==> src/shared/icu_pkg.sv <==
// Constants, carriers and register map of the interrupt request and acceptance controller
// Behaviour
// - Acceptance fetches winner number and level
// - Acceptance read clears the returned request bit
// - Software vector read also clears winner request
// - Reset loads stack pointer with zero
// - Non-maskable request can never be blocked
// - Polarity change may set request; software clears
// - Control write completes before enable re-arms
// - Request during control rewrite is not lost
// - Timer A0 control at index 55h, clearable
package icu_pkg;

   // Register indices; byte address is four times the index
   localparam int unsigned ICU_IDX_W = 8;
   localparam logic [7:0] ICU_IDX_VECTOR = 8'h00;
   localparam logic [7:0] ICU_IDX_STATUS = 8'h40;
   localparam logic [7:0] ICU_IDX_MASK = 8'h41;
   localparam logic [7:0] ICU_IDX_SP = 8'h42;
   localparam logic [7:0] ICU_IDX_CTRL_BASE = 8'h55;

   // Source layout: source 0 is timer A0, external pins follow
   localparam int unsigned ICU_EXT_FIRST = 1;
   localparam int unsigned ICU_EXT_PINS = 3;
   localparam int unsigned ICU_NUM_W = 6;
   localparam int unsigned ICU_LEVEL_W = 3;
   localparam int unsigned ICU_VEC_LEVEL_LSB = 8;

   // Status bit positions
   localparam int unsigned ICU_STAT_NMI = 0;
   localparam int unsigned ICU_STAT_ACCEPT = 1;
   localparam int unsigned ICU_STAT_SWREAD = 2;
   localparam int unsigned ICU_STAT_W = 3;

   // Reset values
   localparam logic [15:0] ICU_SP_RESET = 16'h0000;
   localparam logic [7:0] ICU_CTRL_RESET = 8'h00;
   localparam logic [2:0] ICU_STAT_RESET = 3'h0;
   localparam logic [2:0] ICU_MASK_RESET = 3'h0;

   // Per-source control register layout
   typedef struct packed {
      logic [2:0] rsv;
      logic pol;
      logic req;
      logic [2:0] level;
   } icu_ctrl_s;

   // Vector information handed to the core
   typedef struct packed {
      logic [5:0] num;
      logic [2:0] level;
   } icu_vec_s;

   // Read path of the bus slave
   typedef enum logic [1:0] {
      ICU_RD_IDLE = 2'b00,
      ICU_RD_WAIT = 2'b01,
      ICU_RD_OUT = 2'b11
   } icu_rd_e;

endpackage

==> src/hw/icu_src_cell.sv <==
// One interrupt source: control register, pin edge detect and request bit
`timescale 1ns/100ps
`default_nettype none
module icu_src_cell
   import icu_pkg::*;
#(
   parameter bit IS_EXT = 1'b0
)
(
   input wire logic sys_clk,
   input wire logic rst_n,
   input wire logic ctrl_we,
   input wire icu_ctrl_s ctrl_wdata,
   input wire logic event_in,
   input wire logic pin_in,
   input wire logic accept_clr,
   output icu_ctrl_s ctrl_q
);

   logic pin_meta_r;
   logic pin_sync_r;
   logic pin_adj_prev_r;
   logic pin_adj;
   logic edge_hit;
   logic set_req;
   logic pol_r;
   logic req_r;
   logic [2:0] level_r;
   icu_ctrl_s ctrl_r;

   // Pin synchroniser, only the second stage is looked at
   always_ff @(posedge sys_clk)
   begin
      if (!rst_n)
      begin
         pin_meta_r <= 1'b1;
         pin_sync_r <= 1'b1;
      end
      else
      begin
         pin_meta_r <= pin_in;
         pin_sync_r <= pin_meta_r;
      end
   end

   // Polarity 0 takes falling edges, 1 rising edges
   assign pin_adj = pin_sync_r ^ ~ctrl_r.pol;

   // Flipping polarity can look like an edge; software clears it after
   always_ff @(posedge sys_clk)
   begin
      if (!rst_n)
         pin_adj_prev_r <= 1'b0;
      else
         pin_adj_prev_r <= pin_adj;
   end

   assign edge_hit = IS_EXT && pin_adj && !pin_adj_prev_r;
   assign set_req = event_in || edge_hit;

   // Level and polarity fields
   always_ff @(posedge sys_clk)
   begin
      if (!rst_n)
      begin
         pol_r <= ICU_CTRL_RESET[4];
         level_r <= ICU_CTRL_RESET[2:0];
      end
      else if (ctrl_we)
      begin
         pol_r <= IS_EXT ? ctrl_wdata.pol : 1'b0;
         level_r <= ctrl_wdata.level;
      end
   end

   // Request bit: a new event beats both a write and an acceptance
   always_ff @(posedge sys_clk)
   begin
      if (!rst_n)
         req_r <= ICU_CTRL_RESET[3];
      else if (set_req)
         req_r <= 1'b1;
      else if (ctrl_we)
         req_r <= ctrl_wdata.req;
      else if (accept_clr)
         req_r <= 1'b0;
   end

   // Reserved bits are not stored and always read as their reset value
   assign ctrl_r = {ICU_CTRL_RESET[7:5], pol_r, req_r, level_r};
   assign ctrl_q = ctrl_r;

endmodule
`default_nettype wire

==> src/hw/icu_top.sv <==
// Interrupt request and acceptance controller with AHB-Lite register slave
`timescale 1ns/100ps
`default_nettype none
module icu_top
   import icu_pkg::*;
#(
   parameter int unsigned NUM_SRC = 8
)
(
   input wire logic sys_clk,
   input wire logic rst_n,
   input wire logic hsel,
   input wire logic [31:0] haddr,
   input wire logic [1:0] htrans,
   input wire logic hwrite,
   input wire logic [2:0] hsize,
   input wire logic [31:0] hwdata,
   input wire logic hready,
   output logic [31:0] hrdata,
   output logic hreadyout,
   output logic hresp,
   input wire logic ext_request_pin_zero,
   input wire logic ext_request_pin_one,
   input wire logic ext_request_pin_two,
   input wire logic nmi_pin_n,
   input wire logic [NUM_SRC-1:0] src_event,
   input wire logic int_enable,
   input wire logic [2:0] core_ipl,
   input wire logic core_accept,
   output logic irq_req,
   output icu_vec_s vec_info,
   output logic vec_valid,
   output logic nmi_req,
   input wire logic nmi_accept,
   output logic [15:0] stack_ptr,
   output logic irq
);

   logic xfer;
   icu_rd_e rd_state_r;
   logic [ICU_IDX_W-1:0] rd_idx_r;
   logic [31:0] hrdata_r;
   logic [31:0] rd_value;
   logic wr_pend_r;
   logic [ICU_IDX_W-1:0] wr_idx_r;
   logic sw_vec_clr;
   logic vec_clr;
   logic win_valid;
   logic [ICU_NUM_W-1:0] win_num;
   logic [ICU_LEVEL_W-1:0] win_level;
   icu_ctrl_s ctrl_q [NUM_SRC];
   logic [NUM_SRC-1:0] ctrl_we;
   logic [NUM_SRC-1:0] pin_vec;
   logic [NUM_SRC-1:0] accept_clr;
   icu_vec_s vec_info_r;
   logic vec_valid_r;
   logic nmi_meta_r;
   logic nmi_sync_r;
   logic nmi_prev_r;
   logic nmi_fall;
   logic nmi_req_r;
   logic [ICU_STAT_W-1:0] status_r;
   logic [ICU_STAT_W-1:0] mask_r;
   logic [ICU_STAT_W-1:0] stat_set;
   logic [ICU_STAT_W-1:0] stat_w1c;
   logic [15:0] sp_r;

   // Bus handshake: reads take one wait state, writes none
   assign xfer = hsel && htrans[1] && hready;
   assign hreadyout = (rd_state_r != ICU_RD_WAIT);
   assign hresp = 1'b0;
   assign hrdata = hrdata_r;

   // Read path; the wait state lets a write in its data phase land first
   always_ff @(posedge sys_clk)
   begin
      if (!rst_n)
      begin
         rd_state_r <= ICU_RD_IDLE;
         rd_idx_r <= '0;
         hrdata_r <= 32'h0000_0000;
      end
      else
      begin
         case (rd_state_r)
            ICU_RD_WAIT:
            begin
               hrdata_r <= rd_value;
               rd_state_r <= ICU_RD_OUT;
            end
            ICU_RD_IDLE, ICU_RD_OUT:
            begin
               if (xfer && !hwrite)
               begin
                  rd_idx_r <= haddr[ICU_IDX_W+1:2];
                  rd_state_r <= ICU_RD_WAIT;
               end
               else
                  rd_state_r <= ICU_RD_IDLE;
            end
            default:
               rd_state_r <= ICU_RD_IDLE;
         endcase
      end
   end

   // Write address phase capture
   always_ff @(posedge sys_clk)
   begin
      if (!rst_n)
      begin
         wr_pend_r <= 1'b0;
         wr_idx_r <= '0;
      end
      else
      begin
         wr_pend_r <= xfer && hwrite;
         if (xfer && hwrite)
            wr_idx_r <= haddr[ICU_IDX_W+1:2];
      end
   end

   // Highest nonzero level wins, lowest index on a tie
   always_comb
   begin
      win_valid = 1'b0;
      win_num = '0;
      win_level = '0;
      for (int i = 0; i < NUM_SRC; i++)
      begin
         if (ctrl_q[i].req && ctrl_q[i].level > win_level)
         begin
            win_valid = 1'b1;
            win_level = ctrl_q[i].level;
            win_num = ICU_NUM_W'(i);
         end
      end
   end

   // Maskable request to the core, gated by enable flag and level
   assign irq_req = int_enable && win_valid && (win_level > core_ipl);

   // A vector read by software has the same clearing effect as acceptance
   assign sw_vec_clr = (rd_state_r == ICU_RD_WAIT) && (rd_idx_r == ICU_IDX_VECTOR);
   assign vec_clr = (core_accept || sw_vec_clr) && win_valid;

   // External pins sit on fixed sources; others see an idle high pin
   always_comb
   begin
      pin_vec = '1;
      pin_vec[ICU_EXT_FIRST +: ICU_EXT_PINS] = {ext_request_pin_two, ext_request_pin_one,
         ext_request_pin_zero};
   end

   // One cell per source; timer A0 at the base index
   for (genvar g = 0; g < NUM_SRC; g++)
   begin : g_src
      assign ctrl_we[g] = wr_pend_r && (wr_idx_r == ICU_IDX_CTRL_BASE + 8'(g));
      assign accept_clr[g] = vec_clr && (win_num == ICU_NUM_W'(g));
      icu_src_cell #(
         .IS_EXT((g >= ICU_EXT_FIRST) && (g < ICU_EXT_FIRST + ICU_EXT_PINS))
      ) u_cell (
         .sys_clk(sys_clk),
         .rst_n(rst_n),
         .ctrl_we(ctrl_we[g]),
         .ctrl_wdata(icu_ctrl_s'(hwdata[7:0])),
         .event_in(src_event[g]),
         .pin_in(pin_vec[g]),
         .accept_clr(accept_clr[g]),
         .ctrl_q(ctrl_q[g])
      );
   end

   // Vector information latched on core acceptance
   always_ff @(posedge sys_clk)
   begin
      if (!rst_n)
      begin
         vec_info_r <= '0;
         vec_valid_r <= 1'b0;
      end
      else
      begin
         vec_valid_r <= core_accept && win_valid;
         if (core_accept && win_valid)
         begin
            vec_info_r.num <= win_num;
            vec_info_r.level <= win_level;
         end
      end
   end

   assign vec_info = vec_info_r;
   assign vec_valid = vec_valid_r;

   // NMI pin synchroniser, idle high
   always_ff @(posedge sys_clk)
   begin
      if (!rst_n)
      begin
         nmi_meta_r <= 1'b1;
         nmi_sync_r <= 1'b1;
         nmi_prev_r <= 1'b1;
      end
      else
      begin
         nmi_meta_r <= nmi_pin_n;
         nmi_sync_r <= nmi_meta_r;
         nmi_prev_r <= nmi_sync_r;
      end
   end

   assign nmi_fall = nmi_prev_r && !nmi_sync_r;

   // NMI pending: no enable, mask or level can hold it back
   always_ff @(posedge sys_clk)
   begin
      if (!rst_n)
         nmi_req_r <= 1'b0;
      else if (nmi_fall)
         nmi_req_r <= 1'b1;
      else if (nmi_accept)
         nmi_req_r <= 1'b0;
   end

   assign nmi_req = nmi_req_r;

   // Sticky status, write one to clear; a new event wins over the clear
   assign stat_set = {sw_vec_clr && win_valid, core_accept && win_valid, nmi_fall};
   assign stat_w1c = (wr_pend_r && wr_idx_r == ICU_IDX_STATUS) ? hwdata[ICU_STAT_W-1:0] : '0;

   always_ff @(posedge sys_clk)
   begin
      if (!rst_n)
         status_r <= ICU_STAT_RESET;
      else
         status_r <= (status_r & ~stat_w1c) | stat_set;
   end

   // Mask and stack pointer registers
   always_ff @(posedge sys_clk)
   begin
      if (!rst_n)
      begin
         mask_r <= ICU_MASK_RESET;
         sp_r <= ICU_SP_RESET;
      end
      else if (wr_pend_r)
      begin
         if (wr_idx_r == ICU_IDX_MASK)
            mask_r <= hwdata[ICU_STAT_W-1:0];
         if (wr_idx_r == ICU_IDX_SP)
            sp_r <= hwdata[15:0];
      end
   end

   assign stack_ptr = sp_r;
   assign irq = |(status_r & mask_r);

   // Read data mux; unmapped indices read as zero
   always_comb
   begin
      rd_value = 32'h0000_0000;
      case (rd_idx_r)
         ICU_IDX_VECTOR:
         begin
            rd_value[ICU_NUM_W-1:0] = win_num;
            rd_value[ICU_VEC_LEVEL_LSB +: ICU_LEVEL_W] = win_level;
         end
         ICU_IDX_STATUS:
            rd_value[ICU_STAT_W-1:0] = status_r;
         ICU_IDX_MASK:
            rd_value[ICU_STAT_W-1:0] = mask_r;
         ICU_IDX_SP:
            rd_value[15:0] = sp_r;
         default:
         begin
            for (int i = 0; i < NUM_SRC; i++)
            begin
               if (rd_idx_r == ICU_IDX_CTRL_BASE + 8'(i))
                  rd_value[7:0] = ctrl_q[i];
            end
         end
      endcase
   end

endmodule
`default_nettype wire

==> config.mk <==
export PLATFORM = sky130hd
export DESIGN_NAME = icu_top
export DESIGN_NICKNAME = d
export VERILOG_FILES = /design/src/shared/icu_pkg.sv /design/src/hw/icu_src_cell.sv /design/src/hw/icu_top.sv
export SDC_FILE = /design/constraint.sdc
export NUM_CORES = 1
export LEC_CHECK = 0
export BUFFER_PORTS_ARGS = -buffer_cell sky130_fd_sc_hd__buf_2
export CAP_MARGIN = 15
export CORE_MARGIN = 2
export CORE_UTILIZATION = 54
export DETAILED_ROUTE_END_ITERATION = 16
export PLACE_DENSITY = 0.89
export SLEW_MARGIN = 20
export SYNTH_ARGS = -nofsm -noshare
export SYNTH_HDL_FRONTEND = slang
export SYNTH_SLANG_ARGS = --single-unit
==> constraint.sdc <==
create_clock -name sys_clk -period 14.4 [get_ports sys_clk]
set_input_delay 0.72 -clock sys_clk [delete_from_list [all_inputs] [get_ports sys_clk]]
set_output_delay 0.72 -clock sys_clk [all_outputs]
set_load 0.01 [all_outputs]
# After elaboration in Yosys (flattened, before gate mapping)
# Cells that the tools add are included.
[totals] register_bits=115 inputBits=92 out_inout_bits=63 word_cells=226
[classes] n_lt_le_gt_ge=9 n_eq_ne=32 n_mux=65 bitwise_logic=10 reduce_logical=67
[ops] op="$eq 8x7->1 const B" count=22
[ops] op="$mux 8" count=7
[ops] op="$logic_and 1x1->1" count=39
[ops] op="$mux 1" count=36
[ops] op="$mux 6" count=6
[ops] op="$mux 3" count=9
[ops] op="$eq 6x3->1 const B" count=4
[ops] op="$gt 3x3->1" count=8
[ops] op="$reduce_bool 3->1" count=8
[ops] op="$eq 6x2->1 const B" count=2
[ops] op="$pmux 3 s4" count=1
[ops] op="$pmux 3 s3" count=1
[ops] op="$logic_not 8->1" count=1
[ops] op="$pmux 2 s2" count=2
[ops] op="$and 3x3->3" count=2
[ops] op="$eq 6x1->1 const B" count=1
[ops] op="$logic_not 6->1" count=1
[ops] op="$pmux 3 s2" count=1
[ops] op="$reduce_and 2->1" count=3
[ops] op="$reduce_or 3->1" count=2
[ops] op="$logic_not 1->1" count=5
[ops] op="$mux 5" count=1
[ops] op="$logic_or 1x1->1" count=4
[ops] op="$mux 4" count=1
[ops] op="other kinds (11)" count=16

# Depth between registers and ports, before layout
[depth] ltp_word=29 ltp_mapped=54 depth_no_buf=53

# By module
# A second synthesis with hierarchy kept.
[unflattened] hier_cells=786 hier_area_um2=6736.5
[modules_own_cells] module="icu_top" n_inst=1 cells_per_inst=590 area_per_inst_um2=4713.3 seq_area_each_um2=1361.3
[modules_own_cells] module="icu_src_cell at g_src[0].u_cell ..." n_inst=5 cells_per_inst=20 area_per_inst_um2=202.7 seq_area_each_um2=80.1
[modules_own_cells] module="icu_src_cell at g_src[1].u_cell ..." n_inst=3 cells_per_inst=32 area_per_inst_um2=336.6 seq_area_each_um2=160.2

# Worst setup path before layout
# No wires, ideal clock.
[synth_path] kind="reg2out" startpoint="register g_src[0].u_cell.level_r[2]" endpoint="output irq_req" arrival_ps=10336 t_required_ps=13680 setup_slack_ps=3344 stages_incl_launch_ff=54 path_buffers=1 path_cell_list="dfxtp_1 > nand2_1 > ha_1 > nand3_1 > o31ai_4 > nor2_4 > mux2_2 > ha_1 > nor2_1 > a21boi_0 > mux2_2 > or4_1 > nand2_1 > mux2_1 > ha_1 > nor2_1 > a2111oi_1 > or3_4 > (+18 left out) > a211o_1 > o21ai_0 > nor2_1 > o211ai_4 > mux2i_1 > inv_1 > ha_1 > nor2b_1 > o21ai_0 > nand2b_1 > nand3_1 > buf_2 > nand2_1 > nand2_1 > ha_1 > nor2b_1 > o21a_1 > o2111a_1"
[synth_via] elab_chain_cells=26 word_cells_on_any_way=35 classes_between="order compare (9); mux (16); reduce/logical (10)"
[synth_lines] item="start: declaration" line="icu_src_cell.sv:28" rtl="logic [2:0] level_r;"
[synth_lines] item="start signal: assignment" line="icu_src_cell.sv:67" rtl="level_r <= ICU_CTRL_RESET[2:0];"
[synth_lines] item="start signal: assignment" line="icu_src_cell.sv:72" rtl="level_r <= ctrl_wdata.level;"
[synth_lines] item="$gt 3x1->1" line="icu_top.sv:131" rtl="if (ctrl_q[i].req && ctrl_q[i].level > win_level)"
[synth_lines] item="$logic_and 1x1->1" line="icu_top.sv:131"
[synth_lines] item="$mux 3 (*)" line="icu_top.sv:131"
[synth_lines] item="$gt 3x3->1" line="icu_top.sv:131"
[synth_lines] item="$logic_and 1x1->1" line="icu_top.sv:131"
[synth_lines] item="$mux 3 (*)" line="icu_top.sv:131"
[synth_lines] item="$gt 3x3->1" line="icu_top.sv:131"
[synth_lines] item="$logic_and 1x1->1" line="icu_top.sv:131"
[synth_lines] item="(+11 left out)"
[synth_lines] item="$logic_and 1x1->1" line="icu_top.sv:131"
[synth_lines] item="$mux 3 (*)" line="icu_top.sv:131"
[synth_lines] item="$gt 3x3->1" line="icu_top.sv:131"
[synth_lines] item="$logic_and 1x1->1" line="icu_top.sv:131"
[synth_lines] item="$mux 3 (*)" line="icu_top.sv:131"
[synth_lines] item="named net win_level[1]" line="icu_top.sv:50" rtl="logic [ICU_LEVEL_W-1:0] win_level;"
[synth_lines] item="$gt 3x3->1 (*)" line="icu_top.sv:141" rtl="assign irq_req = int_enable && win_valid && (win_level > core_ipl);"
[synth_lines] item="$logic_and 1x1->1 (*)" line="icu_top.sv:141"
[synth_lines] item="end: declaration" line="icu_top.sv:30" rtl="output logic irq_req,"
# Mark *: on every way through the listed nets, which the timed path passes. The rest lies on a longest branch.

# Worst setup path in the final report
# Same ends and word-level chain as after synthesis.

==> qor.yml <==
syn_inst: 714
io_buffer_count: 90
die_w_um: 109
status: "finished clean"
fill_cells: 924
power_density_nw_per_um2: 81.9
hold_viol: 0
overflow: 0
worstPathArrival_ns: 12.16
power_uw: 545
rows: 38
tightest_slew_ns: 1.01
ys_ff_latch: 112
via_count: 5420
period_share: 0.894
reg2reg_slack_ns: 2.75
rsz0062_at_grt: "false"
tns_ns: 0
finalMaxSlewViolations: 0
setup_viol: 0
postSynthAreaPerCell_sq_um: 8.41
relSlewSlack: 0.319
grt_pass1_wl_mm: 24.0
gp_congestion: 0.887
grt_max_degree: 52
htreeDepth: 3
cts.sink_count: 112
synthesis.area_sq_um: 6010
hold_path.class: "reg -> reg"
synth_top_cell_area_share: 0.373
ir_worst_vdd_mv: 0.0615
io_pins: 155
wl_per_cell_um: 16.0
cp_slowest_cell: "or4_1"
final_common_cell: "dfxtp_1"
yosys.area.top_type: "dfxtp_1"
cap_violations: 0
drtPass1Iterations: 5
async_flop_share: 0
yosys_warnings: 0
synth_edf_count: 0
start_util: 0.554
drive_above_1_share: 0.182
final_cell_mix: "112 x dfxtp_1, 111 x nor2_1, 90 x buf_2"
crit_fanout: 11
antenna_found_initial: 0
routed_wl_mm: 14.8
end_kind: "output port"
drt_iter0_drc: 502
multi_input_area_sq_um: 3450
layout_min_cycle_time_ns: 12.88
syn_to_final_growth_pct: 10.8
leakage_nw: 2.64
critical_path.max_stage_delay_ns: 0.43
ys.flop_type: "dfxtp_1"
cts_buffers: 9
viasPerCell: 5.83
clock_skew_ns: 0.0168
antennaDiodeCount: 0
cts_tree: "built"
layout.nets: 894
clockBufferDepth: 2
ys_seq_area_frac: 0.373
crit_top_cell: "ha_1"
required_ns: 13.68
insertion_delay_ns: 0.38
drc_errors: 0
path_clk_slew_ns: 0.11
cts_setup_buffers: 0
root_buffer: "clkbuf_8"
dieArea_sq_um: 12000
dp_hpwl_mm: 10.8
synthTopCellsByArea: "dfxtp_1 37%, mux2i_1 10%, nor2_1 7.0%"
antenna_left: 0
die_h_um: 109
track_usage: 0.253
seq_area_sq_um: 2240
fmax_mhz: 77.6
path_class: "reg -> out"
synth_cell_type_count: 80
cts_hold_buf: 0
first_global_vias: 5034
core_sq_um: 10800
cts_resized: 0
worst_setup_path_start_kind: "flip-flop"
-- final cells by class --
class | instances | area share
Clock buffer | 9 | 0.0186
Tap cell | 140 | 0.0263
Timing Repair Buffer | 92 | 0.0699
Multi-Input combinational cell | 539 | 0.519
Inverter | 31 | 0.0175
Clock inverter | 7 | 0.0120
Sequential cell | 112 | 0.337
-- power by group --
part           switching [mW]  internal (mW)
Sequential            0.00507          0.315
Combinational          0.0236         0.0132
Clock                   0.119         0.0701
-- flip-flops by register name, indices dropped and copies added (netlist names), 2 cells and up --
name	flops
g_src.u_cell.level_r	24
hrdata	16
stack_ptr	16
g_src.u_cell.req_r	8
rd_idx_r	8
wr_idx_r	8
vec_info	6
g_src.u_cell.pin_adj_prev_r	3
g_src.u_cell.pin_meta_r	3
g_src.u_cell.pin_sync_r	3
g_src.u_cell.pol_r	3
mask_r	3
status_r	3
rd_state_r	2
-- worst max-delay path: cells and delay by family, from the launching register on --
family                   cells  cell delay, ns
AO/OA/AOI/OAI               13            2.44
adder cells (fa/ha/maj)      8            2.32
buffers and inverters        4            0.36
flip-flops                   1            0.40
multiplexers                 6            1.92
AND/OR/NAND/NOR             22            4.34
-- through the flow --
step | util | std cells | area, sq um | hold slack [ns] | worst slack [ns]
floorplan | - | 733 | 6080 | 0.386 | 3.34
global placement | 0.595 | 914 | 6450 | 0.388 | 2.24
detailed placement | 0.595 | 914 | 6450 | 0.395 | 2.12
CTS | 0.614 | 930 | 6650 | 0.420 | 1.61
global route | 0.614 | 930 | 6660 | 0.438 | 0.686
finish | 0.614 | 930 | 6660 | 0.419 | 1.52
-- cells in the mapped netlist (6+ instances only) --
cell type  number
buf_4          21
a22oi_1         6
a21oi_1        53
clkbuf_1       19
o21ai_0        31
nand3_1        22
dfxtp_1       112
nor2_1        112
inv_1          31
buf_1           9
nor3_1          7
nand2b_1       17
ha_1           17
a221oi_1        6
and2_1          8
mux2i_1        60
nand2_1        70
mux2_2          7
-- cells by family (layout without fill, tap and decap cells) --
family / after synthesis / count (layout) / share of synthesized area
other: 1 / 20 / 0.000624
buffers and inverters: 82 / 139 / 0.0648
XOR/XNOR: 3 / 3 / 0.00437
multiplexers: 70 / 70 / 0.121
AO/OA/AOI/OAI: 159 / 159 / 0.192
adder cells (fa/ha/maj): 18 / 18 / 0.0371
AND/OR/NAND/NOR: 269 / 269 / 0.206
flip-flops: 112 / 112 / 0.373
-- worst paths after layout --
path,from,to,cells after the start
worst max-delay path,g_src[0].u_cell.level_r[2]$_SDFFE_PN0P_,irq_req,53
worst min-delay path,g_src[1].u_cell.pin_meta_r$_SDFF_PN1_,g_src[1].u_cell.pin_sync_r$_SDFF_PN1_,1
worst max register to register,g_src[0].u_cell.level_r[2]$_SDFFE_PN0P_,g_src[2].u_cell.req_r$_SDFFE_PN0P_,50
worst min register to register,g_src[1].u_cell.pin_meta_r$_SDFF_PN1_,g_src[1].u_cell.pin_sync_r$_SDFF_PN1_,1
-- layer usage --
metal / part of all wire / up-vias / global-route usage
met5: 0 / - / 0
met4: 0.031 / 0 / 0.106
met3: 0.062 / 41 / 0.0492
met2: 0.47 / 221 / 0.403
met1: 0.43 / 2532 / 0.335
li1: - / 2626 / -
Power figures use the tool's default switching activity.
